File: src/rtl/lsd_pkg.sv
//------------------------------------------------------------
// Purpose : Shared constants and types for the LCD segment link
// Assumes : One 80-column driver fed by one controller
// Notes   : Link timing counts derive from the system clock
//------------------------------------------------------------
package lsd_pkg;

  //----------------------------------------------------------
  // Column and data geometry
  //----------------------------------------------------------
  localparam int NUM_COLS = 80;
  localparam int NIB_W    = 4;
  localparam int CODE_W   = 2;
  // Shift pulses that fill one driver
  localparam int SHIFTS_PER_CHAIN = 20;
  localparam int CNT_W            = 5;
  localparam logic [CNT_W-1:0] CNT_FULL = 5'h14;

  //----------------------------------------------------------
  // Bias codes: {frame invert, latched bit}
  //----------------------------------------------------------
  localparam logic [CODE_W-1:0] BIAS_LEVEL_THREE = 2'h0;
  localparam logic [CODE_W-1:0] BIAS_LEVEL_ONE   = 2'h1;
  localparam logic [CODE_W-1:0] BIAS_LEVEL_FOUR  = 2'h2;
  localparam logic [CODE_W-1:0] BIAS_LEVEL_LOW   = 2'h3;

  //----------------------------------------------------------
  // Timing
  //----------------------------------------------------------
  localparam int CLK_NS   = 8;
  // Least width of any link clock or strobe phase
  localparam int PULSE_NS = 125;
  // Link clock half period rounds up to whole clk cycles
  localparam int LINK_HALF = (PULSE_NS + CLK_NS - 1) / CLK_NS;
  localparam int LINK_DIV  = 2 * LINK_HALF;
  localparam int DIV_W     = 6;
  localparam logic [DIV_W-1:0] DIV_LAST = DIV_W'(LINK_DIV - 1);
  localparam logic [DIV_W-1:0] DIV_HALF = DIV_W'(LINK_HALF);
  localparam logic [DIV_W-1:0] DIV_TICK = DIV_W'(LINK_HALF - 1);

  //----------------------------------------------------------
  // Controller sequencer states
  //----------------------------------------------------------
  typedef enum logic [3:0] {
    ST_PRIME,
    ST_IDLE,
    ST_SHIFT_HI,
    ST_SHIFT_LO,
    ST_CHAIN_HI,
    ST_CHAIN_LO,
    ST_LATCH_HI,
    ST_LATCH_CK,
    ST_LATCH_END
  } lsd_ctl_e;

endpackage

File: src/rtl/lsd_link_if.sv
//------------------------------------------------------------
// Purpose : Wires between the controller and the segment driver
// Assumes : Controller makes the link clock
// Notes   : Chain port levels are resolved here from the enables
//------------------------------------------------------------
`timescale 1ns/1ns
`default_nettype none
interface lsd_link_if;
  logic       link_clk;
  logic       shift_clock;
  logic       chain_clock;
  logic       latch_strobe;
  logic       frame_invert;
  logic [3:0] pixel_nibble;
  logic       chain_feed;
  logic       chain_port_right_o;
  logic       chain_port_right_oe;
  logic       chain_port_right_i;
  logic       chain_port_left_o;
  logic       chain_port_left_oe;
  logic       chain_port_left_i;

  // A port not driven by the driver carries the controller feed
  assign chain_port_right_i = chain_port_right_oe ? chain_port_right_o : chain_feed;
  assign chain_port_left_i  = chain_port_left_oe ? chain_port_left_o : chain_feed;

  modport dev (
    input  link_clk, shift_clock, chain_clock, latch_strobe,
    input  frame_invert, pixel_nibble,
    input  chain_port_right_i, chain_port_left_i,
    output chain_port_right_o, chain_port_right_oe,
    output chain_port_left_o, chain_port_left_oe
  );

  modport ctl (
    output link_clk, shift_clock, chain_clock, latch_strobe,
    output frame_invert, pixel_nibble, chain_feed
  );
endinterface
`default_nettype wire

File: src/rtl/lsd_ctrl.sv
//------------------------------------------------------------
// Purpose : Controller end feeding one segment driver chain
// Assumes : User holds a nibble until it is accepted
// Notes   : Link strobes change as link_clk falls
//------------------------------------------------------------
`timescale 1ns/1ns
`default_nettype none
module lsd_ctrl (
  // System clock and reset
  input  wire logic                      clk,
  input  wire logic                      rst,
  // Link to the driver
  lsd_link_if.ctl                        link,
  // Nibble stream from the user
  input  wire logic                      nib_valid,
  input  wire logic [lsd_pkg::NIB_W-1:0] nib_data,
  input  wire logic                      nib_line_end,
  input  wire logic                      nib_frame_end,
  output logic                           nib_accept
);
  import lsd_pkg::*;

  //----------------------------------------------------------
  // Declarations
  //----------------------------------------------------------
  logic [DIV_W-1:0] div_cnt;
  logic [DIV_W-1:0] next_div_cnt;
  logic             tick;
  logic             link_clk;
  logic             next_link_clk;
  lsd_ctl_e         state;
  lsd_ctl_e         next_state;
  logic [CNT_W-1:0] shift_cnt;
  logic [CNT_W-1:0] next_shift_cnt;
  logic             line_pend;
  logic             next_line_pend;
  logic             frame_pend;
  logic             next_frame_pend;
  logic             shift_clock;
  logic             next_shift_clock;
  logic             chain_clock;
  logic             next_chain_clock;
  logic             latch_strobe;
  logic             next_latch_strobe;
  logic             frame_invert;
  logic             next_frame_invert;
  logic [NIB_W-1:0] pixel_nibble;
  logic [NIB_W-1:0] next_pixel_nibble;
  logic             chain_feed;
  logic             next_nib_accept;

  //----------------------------------------------------------
  // Link clock divider
  //----------------------------------------------------------
  // High for the first half count; tick sits just before the fall
  always_comb begin
    next_div_cnt  = (div_cnt == DIV_LAST) ? '0 : div_cnt + 1'b1;
    next_link_clk = (next_div_cnt < DIV_HALF);
    tick          = (div_cnt == DIV_TICK);
  end

  // Divider storage
  always_ff @(posedge clk or posedge rst) begin
    if (rst) begin
      div_cnt  <= '0;
      link_clk <= 1'b0;
    end else begin
      div_cnt  <= next_div_cnt;
      link_clk <= next_link_clk;
    end
  end

  //----------------------------------------------------------
  // Link sequencer
  //----------------------------------------------------------
  // One link phase per tick; strobes held a full link period
  always_comb begin
    next_state        = state;
    next_shift_cnt    = shift_cnt;
    next_line_pend    = line_pend;
    next_frame_pend   = frame_pend;
    next_shift_clock  = shift_clock;
    next_chain_clock  = chain_clock;
    next_latch_strobe = latch_strobe;
    next_frame_invert = frame_invert;
    next_pixel_nibble = pixel_nibble;
    next_nib_accept   = 1'b0;
    if (tick) begin
      case (state)
        ST_PRIME: begin
          // Opening strobe enables the first driver
          next_latch_strobe = 1'b1;
          next_state        = ST_LATCH_HI;
        end
        ST_IDLE: begin
          if (nib_valid) begin
            next_pixel_nibble = nib_data;
            next_line_pend    = nib_line_end;
            next_frame_pend   = nib_frame_end;
            next_shift_clock  = 1'b1;
            next_nib_accept   = 1'b1;
            next_state        = ST_SHIFT_HI;
          end
        end
        ST_SHIFT_HI: begin
          next_shift_clock = 1'b0;
          next_shift_cnt   = shift_cnt + 1'b1;
          next_state       = ST_SHIFT_LO;
        end
        ST_SHIFT_LO: begin
          if (shift_cnt == CNT_FULL) begin
            // Hand the enable on after every driver's worth
            next_chain_clock = 1'b1;
            next_shift_cnt   = '0;
            next_state       = ST_CHAIN_HI;
          end else if (line_pend) begin
            next_latch_strobe = 1'b1;
            next_state        = ST_LATCH_HI;
          end else begin
            next_state = ST_IDLE;
          end
        end
        ST_CHAIN_HI: begin
          next_chain_clock = 1'b0;
          next_state       = ST_CHAIN_LO;
        end
        ST_CHAIN_LO: begin
          if (line_pend) begin
            next_latch_strobe = 1'b1;
            next_state        = ST_LATCH_HI;
          end else begin
            next_state = ST_IDLE;
          end
        end
        ST_LATCH_HI: begin
          // Chain pulse inside the strobe restarts the cascade
          next_chain_clock = 1'b1;
          next_state       = ST_LATCH_CK;
        end
        ST_LATCH_CK: begin
          next_chain_clock = 1'b0;
          next_state       = ST_LATCH_END;
        end
        ST_LATCH_END: begin
          next_latch_strobe = 1'b0;
          next_shift_cnt    = '0;
          next_line_pend    = 1'b0;
          next_frame_pend   = 1'b0;
          if (frame_pend) begin
            next_frame_invert = ~frame_invert;
          end
          next_state = ST_IDLE;
        end
        default: begin
          next_state = ST_IDLE;
        end
      endcase
    end
  end

  // Sequencer storage
  always_ff @(posedge clk or posedge rst) begin
    if (rst) begin
      state        <= ST_PRIME;
      shift_cnt    <= '0;
      line_pend    <= 1'b0;
      frame_pend   <= 1'b0;
      shift_clock  <= 1'b0;
      chain_clock  <= 1'b0;
      latch_strobe <= 1'b0;
      frame_invert <= 1'b0;
      pixel_nibble <= '0;
      chain_feed   <= 1'b0;
      nib_accept   <= 1'b0;
    end else begin
      state        <= next_state;
      shift_cnt    <= next_shift_cnt;
      line_pend    <= next_line_pend;
      frame_pend   <= next_frame_pend;
      shift_clock  <= next_shift_clock;
      chain_clock  <= next_chain_clock;
      latch_strobe <= next_latch_strobe;
      frame_invert <= next_frame_invert;
      pixel_nibble <= next_pixel_nibble;
      chain_feed   <= next_latch_strobe;
      nib_accept   <= next_nib_accept;
    end
  end

  // Link pins
  assign link.link_clk     = link_clk;
  assign link.shift_clock  = shift_clock;
  assign link.chain_clock  = chain_clock;
  assign link.latch_strobe = latch_strobe;
  assign link.frame_invert = frame_invert;
  assign link.pixel_nibble = pixel_nibble;
  assign link.chain_feed   = chain_feed;

endmodule
`default_nettype wire

File: src/flat_wrapper.sv
// flat-port wrapper written by rule: the top's interface ports become plain ports
module lsd_ctrl_flat import lsd_pkg::*;
  (clk, rst, nib_valid, nib_data, nib_line_end, nib_frame_end, nib_accept, link_link_clk, link_shift_clock, link_chain_clock, link_latch_strobe, link_frame_invert, link_pixel_nibble, link_chain_feed);
  lsd_link_if link_i ();
  input  wire logic clk;
  input  wire logic rst;
  input  wire logic nib_valid;
  input  wire logic [lsd_pkg::NIB_W-1:0] nib_data;
  input  wire logic nib_line_end;
  input  wire logic nib_frame_end;
  output logic nib_accept;
  output wire logic [$bits(link_i.link_clk)-1:0] link_link_clk;
  output wire logic [$bits(link_i.shift_clock)-1:0] link_shift_clock;
  output wire logic [$bits(link_i.chain_clock)-1:0] link_chain_clock;
  output wire logic [$bits(link_i.latch_strobe)-1:0] link_latch_strobe;
  output wire logic [$bits(link_i.frame_invert)-1:0] link_frame_invert;
  output wire logic [$bits(link_i.pixel_nibble)-1:0] link_pixel_nibble;
  output wire logic [$bits(link_i.chain_feed)-1:0] link_chain_feed;
  assign link_link_clk = link_i.link_clk;
  assign link_shift_clock = link_i.shift_clock;
  assign link_chain_clock = link_i.chain_clock;
  assign link_latch_strobe = link_i.latch_strobe;
  assign link_frame_invert = link_i.frame_invert;
  assign link_pixel_nibble = link_i.pixel_nibble;
  assign link_chain_feed = link_i.chain_feed;
  lsd_ctrl u_core (.clk(clk), .rst(rst), .link(link_i), .nib_valid(nib_valid), .nib_data(nib_data), .nib_line_end(nib_line_end), .nib_frame_end(nib_frame_end), .nib_accept(nib_accept));
endmodule
File: config.mk
export PLATFORM = sky130hd
export DESIGN_NAME = lsd_ctrl_flat
export DESIGN_NICKNAME = d
export VERILOG_FILES = /design/src/rtl/lsd_pkg.sv /design/src/rtl/lsd_link_if.sv /design/src/rtl/lsd_ctrl.sv /design/src/flat_wrapper.sv
export SDC_FILE = /design/constraint.sdc
export NUM_CORES = 1
export LEC_CHECK = 0
export ABC_AREA = 1
export BUFFER_PORTS_ARGS = -buffer_cell sky130_fd_sc_hd__buf_2
export CORE_UTILIZATION = 60
export CTS_BUF_LIST = sky130_fd_sc_hd__clkbuf_8 sky130_fd_sc_hd__clkbuf_16
export DETAILED_ROUTE_END_ITERATION = 12
export PLACE_DENSITY = 0.94
export SLEW_MARGIN = 40
export SYNTH_ARGS = -nofsm -noshare
export SYNTH_HDL_FRONTEND = slang
export SYNTH_SLANG_ARGS = --single-unit
File: constraint.sdc
create_clock -name clk -period 2 [get_ports clk]
set_input_delay 0.2 -clock clk [delete_from_list [all_inputs] [get_ports clk]]
set_output_delay 0.2 -clock clk [all_outputs]
set_load 0.05 [all_outputs]
==> summary.txt <==
Worst Path Max Fanout = 9
PortBufs = 19
met1 usage = 30.32%
Mapped Avg Cell Area = 7.853 um^2
R2R depth = 8
Die X = 52.13 um
post-place setup slack = 495.3 ps
Final Power = 0.9794 mW
Max rail drop VDD = 0.5001 mV
antenna fix cells = 0
total congestion overflow = 0
Reg2Reg Setup Slack = 480 ps
worst-margin pin slew = 329.7 ps
Final #Nets = 229
register area share after synthesis = 44.81%
Slew HR = 78.02%
synthesized flop and latch total = 27
Layout Skew = 4.028 ps
CP Class = flop to flop
CP required = 2180 ps
status = complete, no violations
DRC = 0
r2r endpoint = u_core.link.pixel_nibble[2]$_DFFE_PP0P_
Post-DRT Antenna Nets = 0
GRT Total Usage = 26.01%
Inst Count DP = 239
final hold vios = 0
post-layout worst setup margin = 482.5 ps
area leader, netlist = dfrtp_1
Clock H-tree levels = 1
Std-Cell Rows = 17
Mapped Cells = 192
initial antenna violation count = 0
die height = 52.13 um
met2 Usage GRT = 46.58%
final RePlAce weighted congestion = 0.8911
Worst Path Arrival = 1690 ps
Hold WC Path Type = input pin to flop
Core Area = 2297 um^2
Final HPWL DP = 2.169 mm
most frequent cells in the layout = nand2_1 (72), dfrtp_1 (27), nor2_1 (22), buf_2 (19), inv_1 (16)
Yosys top cell area share = 44.81%
Max Cap Viol = 0
top cells by area, synth = dfrtp_1 (45%), nand2_1 (18%), nor2_1 (5.5%)
part of the cycle the worst path needs = 75.87%
number of global-route vias before repair = 1224
Area growth, synth to finish = 12.53%
first-pass GRT wire length = 5.154 mm
clock sinks = 27
Startpoint Class = flop
count of cell types in the netlist = 23
crit-path cells = ha_1 > nand3_4 > nor2_8 > inv_2 > nor2_8 > inv_2 > nand2_1 > nand2_1
share of cells above drive strength 1 = 20.37%
CTS max path bufs = 2
Lkg Pwr = 0.9663 nW
wire length per cell = 12.33 um
final cell count without fillers = 244
Hold Crit Depth = 3
Vias = 1294
worst reg2reg startpoint = u_core.div_cnt[0]$_DFF_PP0_
CTS root buffer = clkbuf_8
Setup crit end kind = flop
commonest non-fill, non-tap cell in the layout = nand2_1
max frequency = 659.0 MHz
xor and xnor area share after synthesis = 2.905%
CTS clk-pin slew, worst paths = 100 ps
min-delay src = nib_data[2]
mux cell area share after synthesis = 0%
synthesized cell area = 1508 um^2
Yosys warnings = 0
met3 Resource Use GR = 4.678%
initial DRC count = 38
Starting Density = 65.63%
RSZ-0062 raised after global routing = no
final setup TNS = 0 ps
Final setup viols = 0
TritonCTS clock tree = yes
DRT Pass-1 Iters = 4
Post CTS Setup Buffer Count = 0
Slowest-stage cell, CP = dfrtp_1
die area = 2718 um^2
simple logic cell fraction of the synthesized area = 41.08%
Compound-Gate Fraction of Synth Area = 2.988%
# fillers = 172
Hold EP = u_core.link.pixel_nibble[2]$_DFFE_PP0P_
adder-cell share of the synthesized area = 2.490%
Tmin final = 1517 ps
CP peak stage delay = 400 ps
number of CTS-inserted buffers = 3
largest family of logic cells by synthesized area = simple AND/OR/NAND/NOR gates
final WL = 3.009 mm
GRT busiest layer = met2
worst skew pair latency = 270 ps
Post-Syn Nets = 204
boundary pin count = 20
Hold WS = 120.6 ps
largest net degree at the start of global routing = 28
Pwr per Cell Area = 577.3 nW/um^2
average vias per placed instance = 5.303
max-slew violation count = 0
[registers in the layout (all words and copies together), names as in the netlist]
signal / cells
u_core.div_cnt: 6
u_core.shift_cnt: 5
u_core.link.pixel_nibble: 4
u_core.state: 4
u_core.frame_pend: 1
u_core.line_pend: 1
u_core.link.chain_clock: 1
u_core.link.frame_invert: 1
u_core.link.latch_strobe: 1
u_core.link.link_clk: 1
u_core.link.shift_clock: 1
u_core.nib_accept: 1
[per-layer routing]
| layer | part of all wire [%] | wire [um] |
|---|---|---|
| met1 | 42 | 1262 |
| met2 | 54 | 1620 |
| met3 | 3.0 | 90 |
| met4 | 1.2 | 36 |
| met5 | 0 | 0 |
[synthesized netlist by cell type, drive strengths merged]
| cell type | n |
|---|---|
| a21oi | 3 |
| buf | 1 |
| clkinv | 1 |
| dfrtp | 27 |
| ha | 3 |
| inv | 20 |
| nand2 | 78 |
| nand3 | 13 |
| nand3b | 1 |
| nand4 | 2 |
| nor2 | 29 |
| nor3 | 3 |
| o21ai | 6 |
| xnor2 | 2 |
| xor2 | 3 |
[worst max-delay path, delay by kind of cell (launching register included)]
| kind | cells | cell delay (ps) |
|---|---|---|
| and+or+nand+nor | 5 | 610 |
| DFF | 1 | 400 |
| adders and majority gates | 1 | 240 |
| buffers and inverters | 2 | 150 |
[power breakdown]
group	internal (mW)	switching [mW]	leakage, nW
logic	0.0283	0.0662	0.590
registers	0.555	0.00867	0.355
clock network	0.142	0.180	0.0217
total	0.724	0.255	0.966
[cell type report]
type | count | area, um^2 | share of cell area [%]
Timing Repair Buffer | 21 | 112.6 | 6.637
Clock buffer | 3 | 41.29 | 2.434
Inverter | 21 | 78.83 | 4.646
Sequential cell | 27 | 675.6 | 39.82
Multi-Input combinational cell | 143 | 745.7 | 43.95
Tap cell | 28 | 35.03 | 2.065
Clock inverter | 1 | 7.507 | 0.4425
[stage by stage]
stage	cell area, um^2	util, %
2_1_floorplan	1508	-
3_3_place_gp	1638	71.30
3_5_place_dp	1638	71.30
4_1_cts	1697	73.86
5_1_grt	1697	73.86
6_report	1697	73.86
[logic make-up after synthesis]
family	Yosys count
AND/OR/NAND/NOR	126
flip-flops	27
buffers and inverters	22
AO/OA/AOI/OAI	9
XOR/XNOR	5
adder cells (fa/ha/maj)	3
[how the worst max path moves through the flow]
| stage | from | end | slack, ps | cells after the start |
|---|---|---|---|---|
| final | u_core.div_cnt[0]$_DFF_PP0_ | u_core.link.pixel_nibble[2]$_DFFE_PP0P_ | 480 | 8 |
| after global routing | u_core.state[1]$_DFFE_PP0P_ | u_core.shift_cnt[3]$_DFFE_PP0P_ | 360 | 7 |
| after global placement | u_core.div_cnt[0]$_DFF_PP0_ | u_core.link.pixel_nibble[2]$_DFFE_PP0P_ | 560 | 8 |
| after detailed placement | u_core.div_cnt[0]$_DFF_PP0_ | u_core.link.pixel_nibble[2]$_DFFE_PP0P_ | 500 | 8 |
| after floorplan | u_core.div_cnt[0]$_DFF_PP0_ | u_core.link.pixel_nibble[0]$_DFFE_PP0P_ | 670 | 8 |
| after CTS | u_core.div_cnt[0]$_DFF_PP0_ | u_core.link.pixel_nibble[2]$_DFFE_PP0P_ | 490 | 8 |
[what timing repair did]
item                      CTS  global route
hold buffers                1             0
resized for setup           0             0
hold endpoints to repair   27             0
Note: power is estimated with default switching activity, not from simulation.
